<file path="src/larb_pkg.sv">
/*
 * Constants shared by the loop alarm register bank: register addresses,
 * reset values, alarm mode bit positions, interrupt bits and the enums.
 * Assumes a 16-bit register port that addresses each register by its index.
 */
package larb_pkg;

    localparam int DATA_W = 16;
    localparam int ADDR_W = 16;

    localparam logic [15:0] A_UPPER    = 16'h0064;
    localparam logic [15:0] A_LOWER    = 16'h0065;
    localparam logic [15:0] A_TYPE     = 16'h0066;
    localparam logic [15:0] A_MODE     = 16'h0067;
    localparam logic [15:0] A_OUTSEL   = 16'h0068;
    localparam logic [15:0] A_HIGH     = 16'h0069;
    localparam logic [15:0] A_LOW      = 16'h006A;
    localparam logic [15:0] A_HYST     = 16'h006B;
    localparam logic [15:0] A_TARGET   = 16'h006C;
    localparam logic [15:0] A_MEAS     = 16'h006D;
    localparam logic [15:0] A_PCT      = 16'h006E;
    localparam logic [15:0] A_IRQ_STAT = 16'h0080;
    localparam logic [15:0] A_IRQ_MASK = 16'h0081;
    localparam logic [15:0] A_CTRL     = 16'h0082;

    localparam logic [15:0] RST_UPPER = 16'h7FFF;
    localparam logic [15:0] RST_LOWER = 16'h8000;
    localparam logic [15:0] RST_ZERO  = 16'h0000;

    localparam logic [15:0] TYPE_MAX = 16'h0006;
    localparam logic [15:0] PCT_MAX  = 16'h2710;
    localparam logic [15:0] PCT_MIN  = 16'hD8F0;

    localparam int MODE_LATCH    = 1;
    localparam int MODE_POL      = 2;
    localparam int MODE_AUDIBLE  = 5;
    localparam int MODE_SHUTDOWN = 6;

    localparam int CTRL_ACK = 0;

    localparam int IRQ_W      = 2;
    localparam int IRQ_ALARM  = 0;
    localparam int IRQ_REJECT = 1;

    localparam int EVENT_W_MAX = 15;

    typedef enum logic [2:0] {
        AT_OFF   = 3'h0,
        AT_PHI   = 3'h1,
        AT_PLO   = 3'h2,
        AT_PBOTH = 3'h3,
        AT_DHI   = 3'h4,
        AT_DLO   = 3'h5,
        AT_DBOTH = 3'h6
    } larb_atype_e;

    typedef enum logic [1:0] {
        ST_CLEAR  = 2'h0,
        ST_ACTIVE = 2'h1,
        ST_HELD   = 2'h3
    } larb_state_e;

endpackage

</file>
<file path="src/larb_sync.sv">
/*
 * Two flip-flop synchroniser for one pin level.
 * Assumes the pin is asynchronous to clk_i; only the second stage is read.
 */
`timescale 1ns/1ps
module larb_sync #(
    parameter bit RST_VAL = 1'b1
) (
    input  wire logic clk_i,
    input  wire logic rst_i,
    input  wire logic d_i,
    output logic      q_o
);

    logic meta;

    always_ff @(posedge clk_i) begin
        if (rst_i) begin
            meta <= RST_VAL;
            q_o  <= RST_VAL;
        end else begin
            meta <= d_i;
            q_o  <= meta;
        end
    end

endmodule

</file>
<file path="src/larb_alarm.sv">
/*
 * Loop alarm evaluator: threshold compare with hysteresis, self clearing
 * or latching alarm state.
 * Assumes all inputs come from logic on clk_i.
 */
`timescale 1ns/1ps
module larb_alarm (
    input  wire logic        clk_i,
    input  wire logic        rst_i,
    input  wire logic [15:0] pv_i,
    input  wire logic [15:0] sp_i,
    input  wire logic [2:0]  type_i,
    input  wire logic [15:0] hi_i,
    input  wire logic [15:0] lo_i,
    input  wire logic [15:0] hys_i,
    input  wire logic        latch_i,
    input  wire logic        ack_i,
    output logic             active_o,
    output logic             rise_o
);

    larb_pkg::larb_state_e  state;
    larb_pkg::larb_state_e  next_state;
    larb_pkg::larb_atype_e  atype;
    logic signed [17:0]     x;
    logic signed [17:0]     hi;
    logic signed [17:0]     lo;
    logic signed [17:0]     hys;
    logic                   cond_hi;
    logic                   cond_lo;
    logic                   use_hi;
    logic                   use_lo;
    logic                   cond;

    assign atype = larb_pkg::larb_atype_e'(type_i);
    assign hi    = 18'($signed(hi_i));
    assign lo    = 18'($signed(lo_i));
    assign hys   = 18'($signed(hys_i));

    // Deviation types compare the distance from the setpoint, which needs
    // one extra bit so a full-range difference cannot wrap; x carries two.
    always_comb begin
        use_hi = 1'b0;
        use_lo = 1'b0;
        x      = 18'($signed(pv_i));
        case (atype)
            larb_pkg::AT_PHI:   use_hi = 1'b1;
            larb_pkg::AT_PLO:   use_lo = 1'b1;
            larb_pkg::AT_PBOTH: begin
                use_hi = 1'b1;
                use_lo = 1'b1;
            end
            larb_pkg::AT_DHI: begin
                use_hi = 1'b1;
                x      = 18'($signed(pv_i)) - 18'($signed(sp_i));
            end
            larb_pkg::AT_DLO: begin
                use_lo = 1'b1;
                x      = 18'($signed(pv_i)) - 18'($signed(sp_i));
            end
            larb_pkg::AT_DBOTH: begin
                use_hi = 1'b1;
                use_lo = 1'b1;
                x      = 18'($signed(pv_i)) - 18'($signed(sp_i));
            end
            default: x = 18'($signed(pv_i));
        endcase
    end

    always_ff @(posedge clk_i) begin
        if (rst_i) begin
            cond_hi <= 1'b0;
            cond_lo <= 1'b0;
        end else begin
            cond_hi <= cond_hi ? (x > hi - hys) : (x > hi);
            cond_lo <= cond_lo ? (x < lo + hys) : (x < lo);
        end
    end

    assign cond = (use_hi & cond_hi) | (use_lo & cond_lo);

    always_comb begin
        next_state = state;
        case (state)
            larb_pkg::ST_CLEAR:
                if (cond) next_state = larb_pkg::ST_ACTIVE;
            larb_pkg::ST_ACTIVE:
                if (!cond) next_state = latch_i ? larb_pkg::ST_HELD : larb_pkg::ST_CLEAR;
            larb_pkg::ST_HELD:
                if (cond) next_state = larb_pkg::ST_ACTIVE;
                else if (ack_i || !latch_i) next_state = larb_pkg::ST_CLEAR;
            default: next_state = larb_pkg::ST_CLEAR;
        endcase
    end

    always_ff @(posedge clk_i) begin
        if (rst_i) state <= larb_pkg::ST_CLEAR;
        else       state <= next_state;
    end

    assign active_o = (state != larb_pkg::ST_CLEAR);
    assign rise_o   = (state == larb_pkg::ST_CLEAR) && cond;
endmodule

</file>
<file path="src/larb_top.sv">
/*
 * Loop four alarm parameter bank and loop five setpoint and readback.
 * Assumes a one-clock register port with read data one cycle after the
 * read strobe, process values from control logic on clk_i, and an
 * active-low silence pushbutton pin.
 */
`timescale 1ns/1ps
module larb_top #(
    parameter int EVENT_W = 15
) (
    input  wire logic               clk_i,
    input  wire logic               rst_i,
    input  wire logic [15:0]        addr_i,
    input  wire logic [15:0]        wdata_i,
    input  wire logic               wr_i,
    input  wire logic               rd_i,
    input  wire logic [15:0]        loop4_pv_i,
    input  wire logic [15:0]        loop4_sp_i,
    input  wire logic [15:0]        loop5_pv_i,
    input  wire logic [15:0]        loop5_out_i,
    input  wire logic               silence_n_i,
    output logic [15:0]             rdata_o,
    output logic [15:0]             loop4_sp_o,
    output logic [15:0]             loop5_target_o,
    output logic [EVENT_W-1:0]      event_o,
    output logic                    audible_o,
    output logic                    shutdown_o,
    output logic                    irq_o
);

    if (EVENT_W < 1 || EVENT_W > larb_pkg::EVENT_W_MAX) begin : g_bad_width
        $error("EVENT_W must lie between 1 and 15");
    end

    logic [15:0]              upper_lim;
    logic [15:0]              lower_lim;
    logic [15:0]              alarm_type;
    logic [15:0]              alarm_mode;
    logic [15:0]              out_sel;
    logic [15:0]              high_thr;
    logic [15:0]              low_thr;
    logic [15:0]              hysteresis;
    logic [15:0]              target;
    logic [larb_pkg::IRQ_W-1:0] irq_stat;
    logic [larb_pkg::IRQ_W-1:0] irq_mask;
    logic [larb_pkg::IRQ_W-1:0] irq_set;
    logic [15:0]              next_rdata;
    logic [15:0]              pct_view;
    logic                     ok_write;
    logic                     ro_write;
    logic                     reject;
    logic                     silence_s;
    logic                     silence_d;
    logic                     ack;
    logic                     alarm_active;
    logic                     alarm_rise;

    // Pin path: the silence button is asynchronous to clk_i.
    larb_sync #(
        .RST_VAL (1'b1)
    ) u_sync (
        .clk_i (clk_i),
        .rst_i (rst_i),
        .d_i   (silence_n_i),
        .q_o   (silence_s)
    );

    always_ff @(posedge clk_i) begin
        if (rst_i) silence_d <= 1'b1;
        else       silence_d <= silence_s;
    end

    // A latched alarm is acknowledged by the control register or the button.
    assign ack = (wr_i && addr_i == larb_pkg::A_CTRL && wdata_i[larb_pkg::CTRL_ACK])
               || (silence_d && !silence_s);

    // Range check per register; a refused write keeps the old contents.
    always_comb begin
        ok_write = 1'b1;
        case (addr_i)
            larb_pkg::A_UPPER:  ok_write = $signed(wdata_i) >= $signed(lower_lim);
            larb_pkg::A_LOWER:  ok_write = $signed(wdata_i) <= $signed(upper_lim);
            larb_pkg::A_TYPE:   ok_write = wdata_i <= larb_pkg::TYPE_MAX;
            larb_pkg::A_OUTSEL: ok_write = ((wdata_i & (wdata_i - 16'h0001)) == 16'h0000)
                                           && (wdata_i[15:EVENT_W] == '0);
            larb_pkg::A_HYST:   ok_write = !wdata_i[15];
            default:            ok_write = 1'b1;
        endcase
    end

    assign ro_write = wr_i && (addr_i == larb_pkg::A_MEAS || addr_i == larb_pkg::A_PCT);
    assign reject   = (wr_i && !ok_write) || ro_write;

    always_ff @(posedge clk_i) begin
        if (rst_i) begin
            upper_lim  <= larb_pkg::RST_UPPER;
            lower_lim  <= larb_pkg::RST_LOWER;
            alarm_type <= larb_pkg::RST_ZERO;
            alarm_mode <= larb_pkg::RST_ZERO;
            out_sel    <= larb_pkg::RST_ZERO;
            high_thr   <= larb_pkg::RST_UPPER;
            low_thr    <= larb_pkg::RST_LOWER;
            hysteresis <= larb_pkg::RST_ZERO;
            target     <= larb_pkg::RST_ZERO;
        end else if (wr_i && ok_write) begin
            case (addr_i)
                larb_pkg::A_UPPER:  upper_lim  <= wdata_i;
                larb_pkg::A_LOWER:  lower_lim  <= wdata_i;
                larb_pkg::A_TYPE:   alarm_type <= wdata_i;
                larb_pkg::A_MODE:   alarm_mode <= wdata_i;
                larb_pkg::A_OUTSEL: out_sel    <= wdata_i;
                larb_pkg::A_HIGH:   high_thr   <= wdata_i;
                larb_pkg::A_LOW:    low_thr    <= wdata_i;
                larb_pkg::A_HYST:   hysteresis <= wdata_i;
                larb_pkg::A_TARGET: target     <= wdata_i;
                default:            target     <= target;
            endcase
        end
    end

    // Setpoint requests for loop four are clamped between the two limits.
    always_ff @(posedge clk_i) begin
        if (rst_i) begin
            loop4_sp_o <= larb_pkg::RST_ZERO;
        end else if ($signed(loop4_sp_i) > $signed(upper_lim)) begin
            loop4_sp_o <= upper_lim;
        end else if ($signed(loop4_sp_i) < $signed(lower_lim)) begin
            loop4_sp_o <= lower_lim;
        end else begin
            loop4_sp_o <= loop4_sp_i;
        end
    end

    always_ff @(posedge clk_i) begin
        if (rst_i) loop5_target_o <= larb_pkg::RST_ZERO;
        else       loop5_target_o <= target;
    end

    larb_alarm u_alarm (
        .clk_i    (clk_i),
        .rst_i    (rst_i),
        .pv_i     (loop4_pv_i),
        .sp_i     (loop4_sp_o),
        .type_i   (alarm_type[2:0]),
        .hi_i     (high_thr),
        .lo_i     (low_thr),
        .hys_i    (hysteresis),
        .latch_i  (alarm_mode[larb_pkg::MODE_LATCH]),
        .ack_i    (ack),
        .active_o (alarm_active),
        .rise_o   (alarm_rise)
    );

    // Only mode bits one, two, five and six are ever looked at.
    for (genvar i = 0; i < EVENT_W; i++) begin : g_event
        always_ff @(posedge clk_i) begin
            if (rst_i) event_o[i] <= 1'b0;
            else       event_o[i] <= out_sel[i] & (alarm_active ^ alarm_mode[larb_pkg::MODE_POL]);
        end
    end

    always_ff @(posedge clk_i) begin
        if (rst_i) begin
            audible_o  <= 1'b0;
            shutdown_o <= 1'b0;
        end else begin
            audible_o  <= alarm_active & alarm_mode[larb_pkg::MODE_AUDIBLE];
            shutdown_o <= alarm_active & alarm_mode[larb_pkg::MODE_SHUTDOWN];
        end
    end

    // Interrupt status: set wins over a write-one-to-clear in the same cycle.
    always_comb begin
        irq_set = '0;
        irq_set[larb_pkg::IRQ_ALARM]  = alarm_rise;
        irq_set[larb_pkg::IRQ_REJECT] = reject;
    end

    always_ff @(posedge clk_i) begin
        if (rst_i) begin
            irq_stat <= '0;
        end else if (wr_i && addr_i == larb_pkg::A_IRQ_STAT) begin
            irq_stat <= (irq_stat & ~wdata_i[larb_pkg::IRQ_W-1:0]) | irq_set;
        end else begin
            irq_stat <= irq_stat | irq_set;
        end
    end

    always_ff @(posedge clk_i) begin
        if (rst_i)                                       irq_mask <= '0;
        else if (wr_i && addr_i == larb_pkg::A_IRQ_MASK) irq_mask <= wdata_i[larb_pkg::IRQ_W-1:0];
    end

    always_ff @(posedge clk_i) begin
        if (rst_i) irq_o <= 1'b0;
        else       irq_o <= |(irq_stat & irq_mask);
    end

    // The output percentage is saturated so software never sees a value
    // outside the documented span even if the control loop overshoots.
    always_comb begin
        if ($signed(loop5_out_i) > $signed(larb_pkg::PCT_MAX))      pct_view = larb_pkg::PCT_MAX;
        else if ($signed(loop5_out_i) < $signed(larb_pkg::PCT_MIN)) pct_view = larb_pkg::PCT_MIN;
        else                                                         pct_view = loop5_out_i;
    end

    always_comb begin
        next_rdata = larb_pkg::RST_ZERO;
        case (addr_i)
            larb_pkg::A_UPPER:    next_rdata = upper_lim;
            larb_pkg::A_LOWER:    next_rdata = lower_lim;
            larb_pkg::A_TYPE:     next_rdata = alarm_type;
            larb_pkg::A_MODE:     next_rdata = alarm_mode;
            larb_pkg::A_OUTSEL:   next_rdata = out_sel;
            larb_pkg::A_HIGH:     next_rdata = high_thr;
            larb_pkg::A_LOW:      next_rdata = low_thr;
            larb_pkg::A_HYST:     next_rdata = hysteresis;
            larb_pkg::A_TARGET:   next_rdata = target;
            larb_pkg::A_MEAS:     next_rdata = loop5_pv_i;
            larb_pkg::A_PCT:      next_rdata = pct_view;
            larb_pkg::A_IRQ_STAT: next_rdata = 16'(irq_stat);
            larb_pkg::A_IRQ_MASK: next_rdata = 16'(irq_mask);
            larb_pkg::A_CTRL:     next_rdata = {15'h0000, alarm_active};
            default:              next_rdata = larb_pkg::RST_ZERO;
        endcase
    end

    always_ff @(posedge clk_i) begin
        if (rst_i)     rdata_o <= larb_pkg::RST_ZERO;
        else if (rd_i) rdata_o <= next_rdata;
        else           rdata_o <= larb_pkg::RST_ZERO;
    end
endmodule

</file>
<file path="config.mk">
export PLATFORM = sky130hd
export DESIGN_NAME = larb_top
export DESIGN_NICKNAME = d
export VERILOG_FILES = /design/src/larb_pkg.sv /design/src/larb_sync.sv /design/src/larb_alarm.sv /design/src/larb_top.sv
export SDC_FILE = /design/constraint.sdc
export NUM_CORES = 1
export LEC_CHECK = 0
export BUFFER_PORTS_ARGS = -buffer_cell sky130_fd_sc_hd__buf_2
export CORE_MARGIN = 2
export CORE_UTILIZATION = 30
export DETAILED_ROUTE_END_ITERATION = 12
export GPL_TIMING_DRIVEN = 0
export HOLD_SLACK_MARGIN = 0.1
export PLACE_DENSITY = 0.52
export SYNTH_ARGS = -nofsm -noshare
export SYNTH_HDL_FRONTEND = slang
export SYNTH_SLANG_ARGS = --single-unit
</file>
<file path="constraint.sdc">
create_clock -name clk_i -period 5.3 [get_ports clk_i]
set_clock_uncertainty 0.15 [all_clocks]
set_input_delay 0.795 -clock clk_i [delete_from_list [all_inputs] [get_ports clk_i]]
set_output_delay 0.795 -clock clk_i [all_outputs]
set_load 0.01 [all_outputs]
</file>
==> parameters.txt <==
Parameter                              Value

Run status
  Run status    complete, no violations

Synth
  Number of warning messages in the yosys log    0
  Cell Area, Synth    about 0.014 mm2
  Most frequent cell after synthesis    sky130_fd_sc_hd__dfxtp_1
  Number of standard cells after synthesis    approximately 1700
  Ys flop type    sky130_fd_sc_hd__dfxtp_1
  Mapped Avg Cell Area    between 8 and 9 um2
  Sequential share of the synthesized area    a little under a third
  Count of cell types in the netlist    88
  Flip-flop and latch count after synthesis    roughly 220
  Fraction of registers with async set/reset    0%
  Dominant cell type by area after synthesis    sky130_fd_sc_hd__dfxtp_1
  Count of flip-flops with a built-in enable after synthesis    0
  Largest cells by area after synthesis    sky130_fd_sc_hd__dfxtp_1, sky130_fd_sc_hd__ha_1, sky130_fd_sc_hd__nand2_1
  Synthesized netlist net count    around 2000
  Post-synth top cells    sky130_fd_sc_hd__dfxtp_1, sky130_fd_sc_hd__nand2_1, sky130_fd_sc_hd__ha_1, sky130_fd_sc_hd__inv_1, sky130_fd_sc_hd__a21oi_1
  Share of the synthesized area in the top cell type    between 30% and 40%

Power and ir drop
  Power per standard cell area    roughly 240 mW/mm2
  Worst vdd ir    approximately 0.20 mV
  Pleak    roughly 7.4 nW
  Overall power    roughly 0.0040 W

Worst setup path
  Number of cell instances on the worst register-to-register path    17
  Startpoint class of the critical path    flip-flop
  Arrival time reported for the critical path endpoint    approximately 5.3 ns
  Required time of the worst setup path    5.59 ns
  Category of the critical setup timing path    reg2reg
  Critical-path maximum fanout    19
  Kind of end point of the critical path    flip-flop

Finish
  P&R area growth vs syn    17.4%
  Number of standard cells in the final layout excluding fillers    2545
  Design Area, Final    between 0.015 and 0.02 mm2
  Area used by multi-input combinational logic    a little over 0.009 mm2
  Diode insertion count for antenna repair    0
  Layout fillers    4914
  Nets    ~2200
  Flip-flop and latch area    ~0.0044 mm2
  Share of the core filled with cells in the final layout    between 30% and 40%
  Layout cells sized above 1    between 10% and 20%

GRT
  Global routing usage summed across all routing layers    23.5%
  GR met2 Demand/Resource    between 30% and 40%
  Most congested layer reported by global routing    met2
  Initial antenna violation count    0
  Met1 track utilization from global routing    30.1%
  Maximum number of pins on one net before global-route repair    20
  Global-route met3 utilization    under 10%
  Grt ovf    0
  Vias in the first global route    13700
  First-pass GRT wire length    roughly 88 mm

Floorplan
  Area of the core    0.0475 mm2
  Initial core utilization    30.3%
  Die X    roughly 220 um
  Die footprint    between 0.04 and 0.05 mm2
  Ports    roughly 170
  Die extent in y    roughly 220 um
  Number of rows in the core area    80

Routing
  Count of unresolved DRC violations after routing    0
  Vias post-DR    14100
  Via count normalized by instance count    between 5 and 6
  Wire length per cell after detailed routing    23.4 um
  Remaining antenna violation count after routing    0
  Wirelength, routed    roughly 60 mm
  Pre-antenna DRT Iters    5
  Number of design-rule violations left by the first detailed-router iteration    approximately 1200

Timing
  Final slew viol count    0
  Total setup violations reported at the end of the flow    0
  Final critical-path share of the clock period    roughly 95%
  Final period demand of the worst path    between 5 and 6 ns
  Unrepaired setup endpoints after global routing    no
  Actual slew at the worst max-slew pin    roughly 1.2 ns
  Max Clock Freq    about 200 MHz
  Relative slew margins    19.0%
  Number of hold violations in the final report    0

Clock network
  Hold_buf cts    0
  Buffer count from post-CTS setup fixing    0
  Max Buffers Root-to-Sink    3
  CTS tree    yes
  Clk sink count    between 200 and 250
  Root Buffer Master    sky130_fd_sc_hd__clkbuf_16
  Total CTS buffers    26
  Clock-pin slew on the worst setup and hold paths    ~0.060 ns
  CTS H-Tree Depth    1
  Clk Latency, worst-skew pair    0.57 ns

Min path
  Hold Path Stages    1
  Hold/Removal Path Class    reg2reg

Place
  HPWL after detailed placement    between 40 and 50 mm
  Placed Cells incl. Taps    ~2500
  Post-placement cell area    about 0.016 mm2
  Global placement routability congestion    approximately 0.94
  Port-buffer cells    around 170

Job
  Number of violations of the max-capacitance limit    0
==> report_power, final <==
part	internal (W)	leakage, nW	switching (W)	total [W]
registers	0.00167	1.79	0.0000120	0.00169
clock network	0.00112	0.442	0.000772	0.00189
logic	0.000173	5.16	0.000298	0.000470
==> critical path, stage by stage, from the launching register on <==
cell and delay [ns]:
sky130_fd_sc_hd__dfxtp_1 0.63, sky130_fd_sc_hd__a21bo_2 0.28, sky130_fd_sc_hd__buf_2 0.36, sky130_fd_sc_hd__clkbuf_2 0.34
sky130_fd_sc_hd__nand2_1 0.09, sky130_fd_sc_hd__o21ai_1 0.30, sky130_fd_sc_hd__ha_1 0.28, sky130_fd_sc_hd__o21a_1 0.16
sky130_fd_sc_hd__o2111ai_1 0.12, sky130_fd_sc_hd__o31ai_1 0.24, sky130_fd_sc_hd__o41ai_1 0.12, sky130_fd_sc_hd__maj3_1 0.37
sky130_fd_sc_hd__maj3_2 0.32, sky130_fd_sc_hd__maj3_2 0.31, sky130_fd_sc_hd__maj3_2 0.31, sky130_fd_sc_hd__maj3_2 0.32
sky130_fd_sc_hd__a211oi_2 0.16, sky130_fd_sc_hd__a211oi_2 0.05
==> layer usage <==
layer	vias up	part of all wire, %
met4	0	5.2
met1	6762	43
li1	6662	-
met3	140	6.3
met2	565	46
met5	-	0
==> state kept, by name (all words and copies together) (netlist names), 2 cells and up <==
register and flops:
irq_stat 2, hysteresis 16, target 16, out_sel 16
high_thr 16, event_o 15, lower_lim 16, loop4_sp_o 16
u_alarm.state 2, alarm_mode 16, rdata_o 16, upper_lim 16
low_thr 16, alarm_type 16, irq_mask 2, loop5_target_o 16
==> cell usage in the layout (no fill, tap or decap), types with 11 or more instances in the layout <==
cell type                   count
sky130_fd_sc_hd__a211oi_1      26
sky130_fd_sc_hd__a21o_1        55
sky130_fd_sc_hd__a21oi_1       94
sky130_fd_sc_hd__a221oi_1      34
sky130_fd_sc_hd__a22o_1        29
sky130_fd_sc_hd__a31oi_1       30
sky130_fd_sc_hd__and2_1        36
sky130_fd_sc_hd__buf_2        170
sky130_fd_sc_hd__clkbuf_1      70
sky130_fd_sc_hd__clkbuf_16     26
sky130_fd_sc_hd__dfxtp_1      221
sky130_fd_sc_hd__ha_1         152
sky130_fd_sc_hd__inv_1        119
sky130_fd_sc_hd__maj3_2        13
sky130_fd_sc_hd__mux2i_1       70
sky130_fd_sc_hd__nand2_1      194
sky130_fd_sc_hd__nand2b_1      13
sky130_fd_sc_hd__nand3_1       57
sky130_fd_sc_hd__nand4_1       21
sky130_fd_sc_hd__nor2_1        89
sky130_fd_sc_hd__nor2b_1       34
sky130_fd_sc_hd__nor3_1        31
sky130_fd_sc_hd__nor4_1        12
sky130_fd_sc_hd__o211ai_1      14
sky130_fd_sc_hd__o21a_1        15
sky130_fd_sc_hd__o21ai_0       58
sky130_fd_sc_hd__or2_2         11
sky130_fd_sc_hd__xnor2_1       21
sky130_fd_sc_hd__xor2_1        23
==> final cells by class <==
type	instances	area share, %
timing repair buffer	165	4.88
inverter	121	2.68
multi-input combinational	1295	54.4
clock inverter	11	0.805
sequential	221	26.1
tap	615	4.54
clock buffer	37	4.56
buffer	80	1.97
==> final timing paths <==
| check | from | to | slack (ns) |
|---|---|---|---|
| worst max-delay path | alarm_type[0]$_SDFFE_PP0P_ | u_alarm.cond_lo$_SDFF_PP0_ | 0.29 |
| worst min-delay path | u_sync.meta$_SDFF_PP1_ | u_sync.q_o$_SDFF_PP1_ | 0.26 |
| worst max register to register | alarm_type[0]$_SDFFE_PP0P_ | u_alarm.cond_lo$_SDFF_PP0_ | 0.29 |
| worst min register to register | u_sync.meta$_SDFF_PP1_ | u_sync.q_o$_SDFF_PP1_ | 0.26 |
==> kinds of logic after synthesis <==
family	share of synthesized area, %
fa+ha+maj	14.9
xor+xnor	2.83
flops	30.7
mux	4.94
buf+inv	5.48
simple gates	18.2
compound gates	23.0
==> metrics by stage <==
stage | setup WS [ns] | hold slack, ns | setup TNS (ns)
3_5_place_dp | -0.723 | 0.249 | -1.56
2_1_floorplan | 0.108 | 0.239 | 0
4_1_cts | 0.0432 | 0.253 | 0
5_1_grt | 0.0134 | 0.276 | 0
3_3_place_gp | -0.753 | 0.250 | -2.55
6_report | 0.287 | 0.259 | 0
==> what timing repair did <==
item	in CTS	in global routing
pin swaps	0	0
resized for setup	3	7
endpoints found under the setup margin	2	2
No activity file was read; power rests on OpenSTA's default activity.
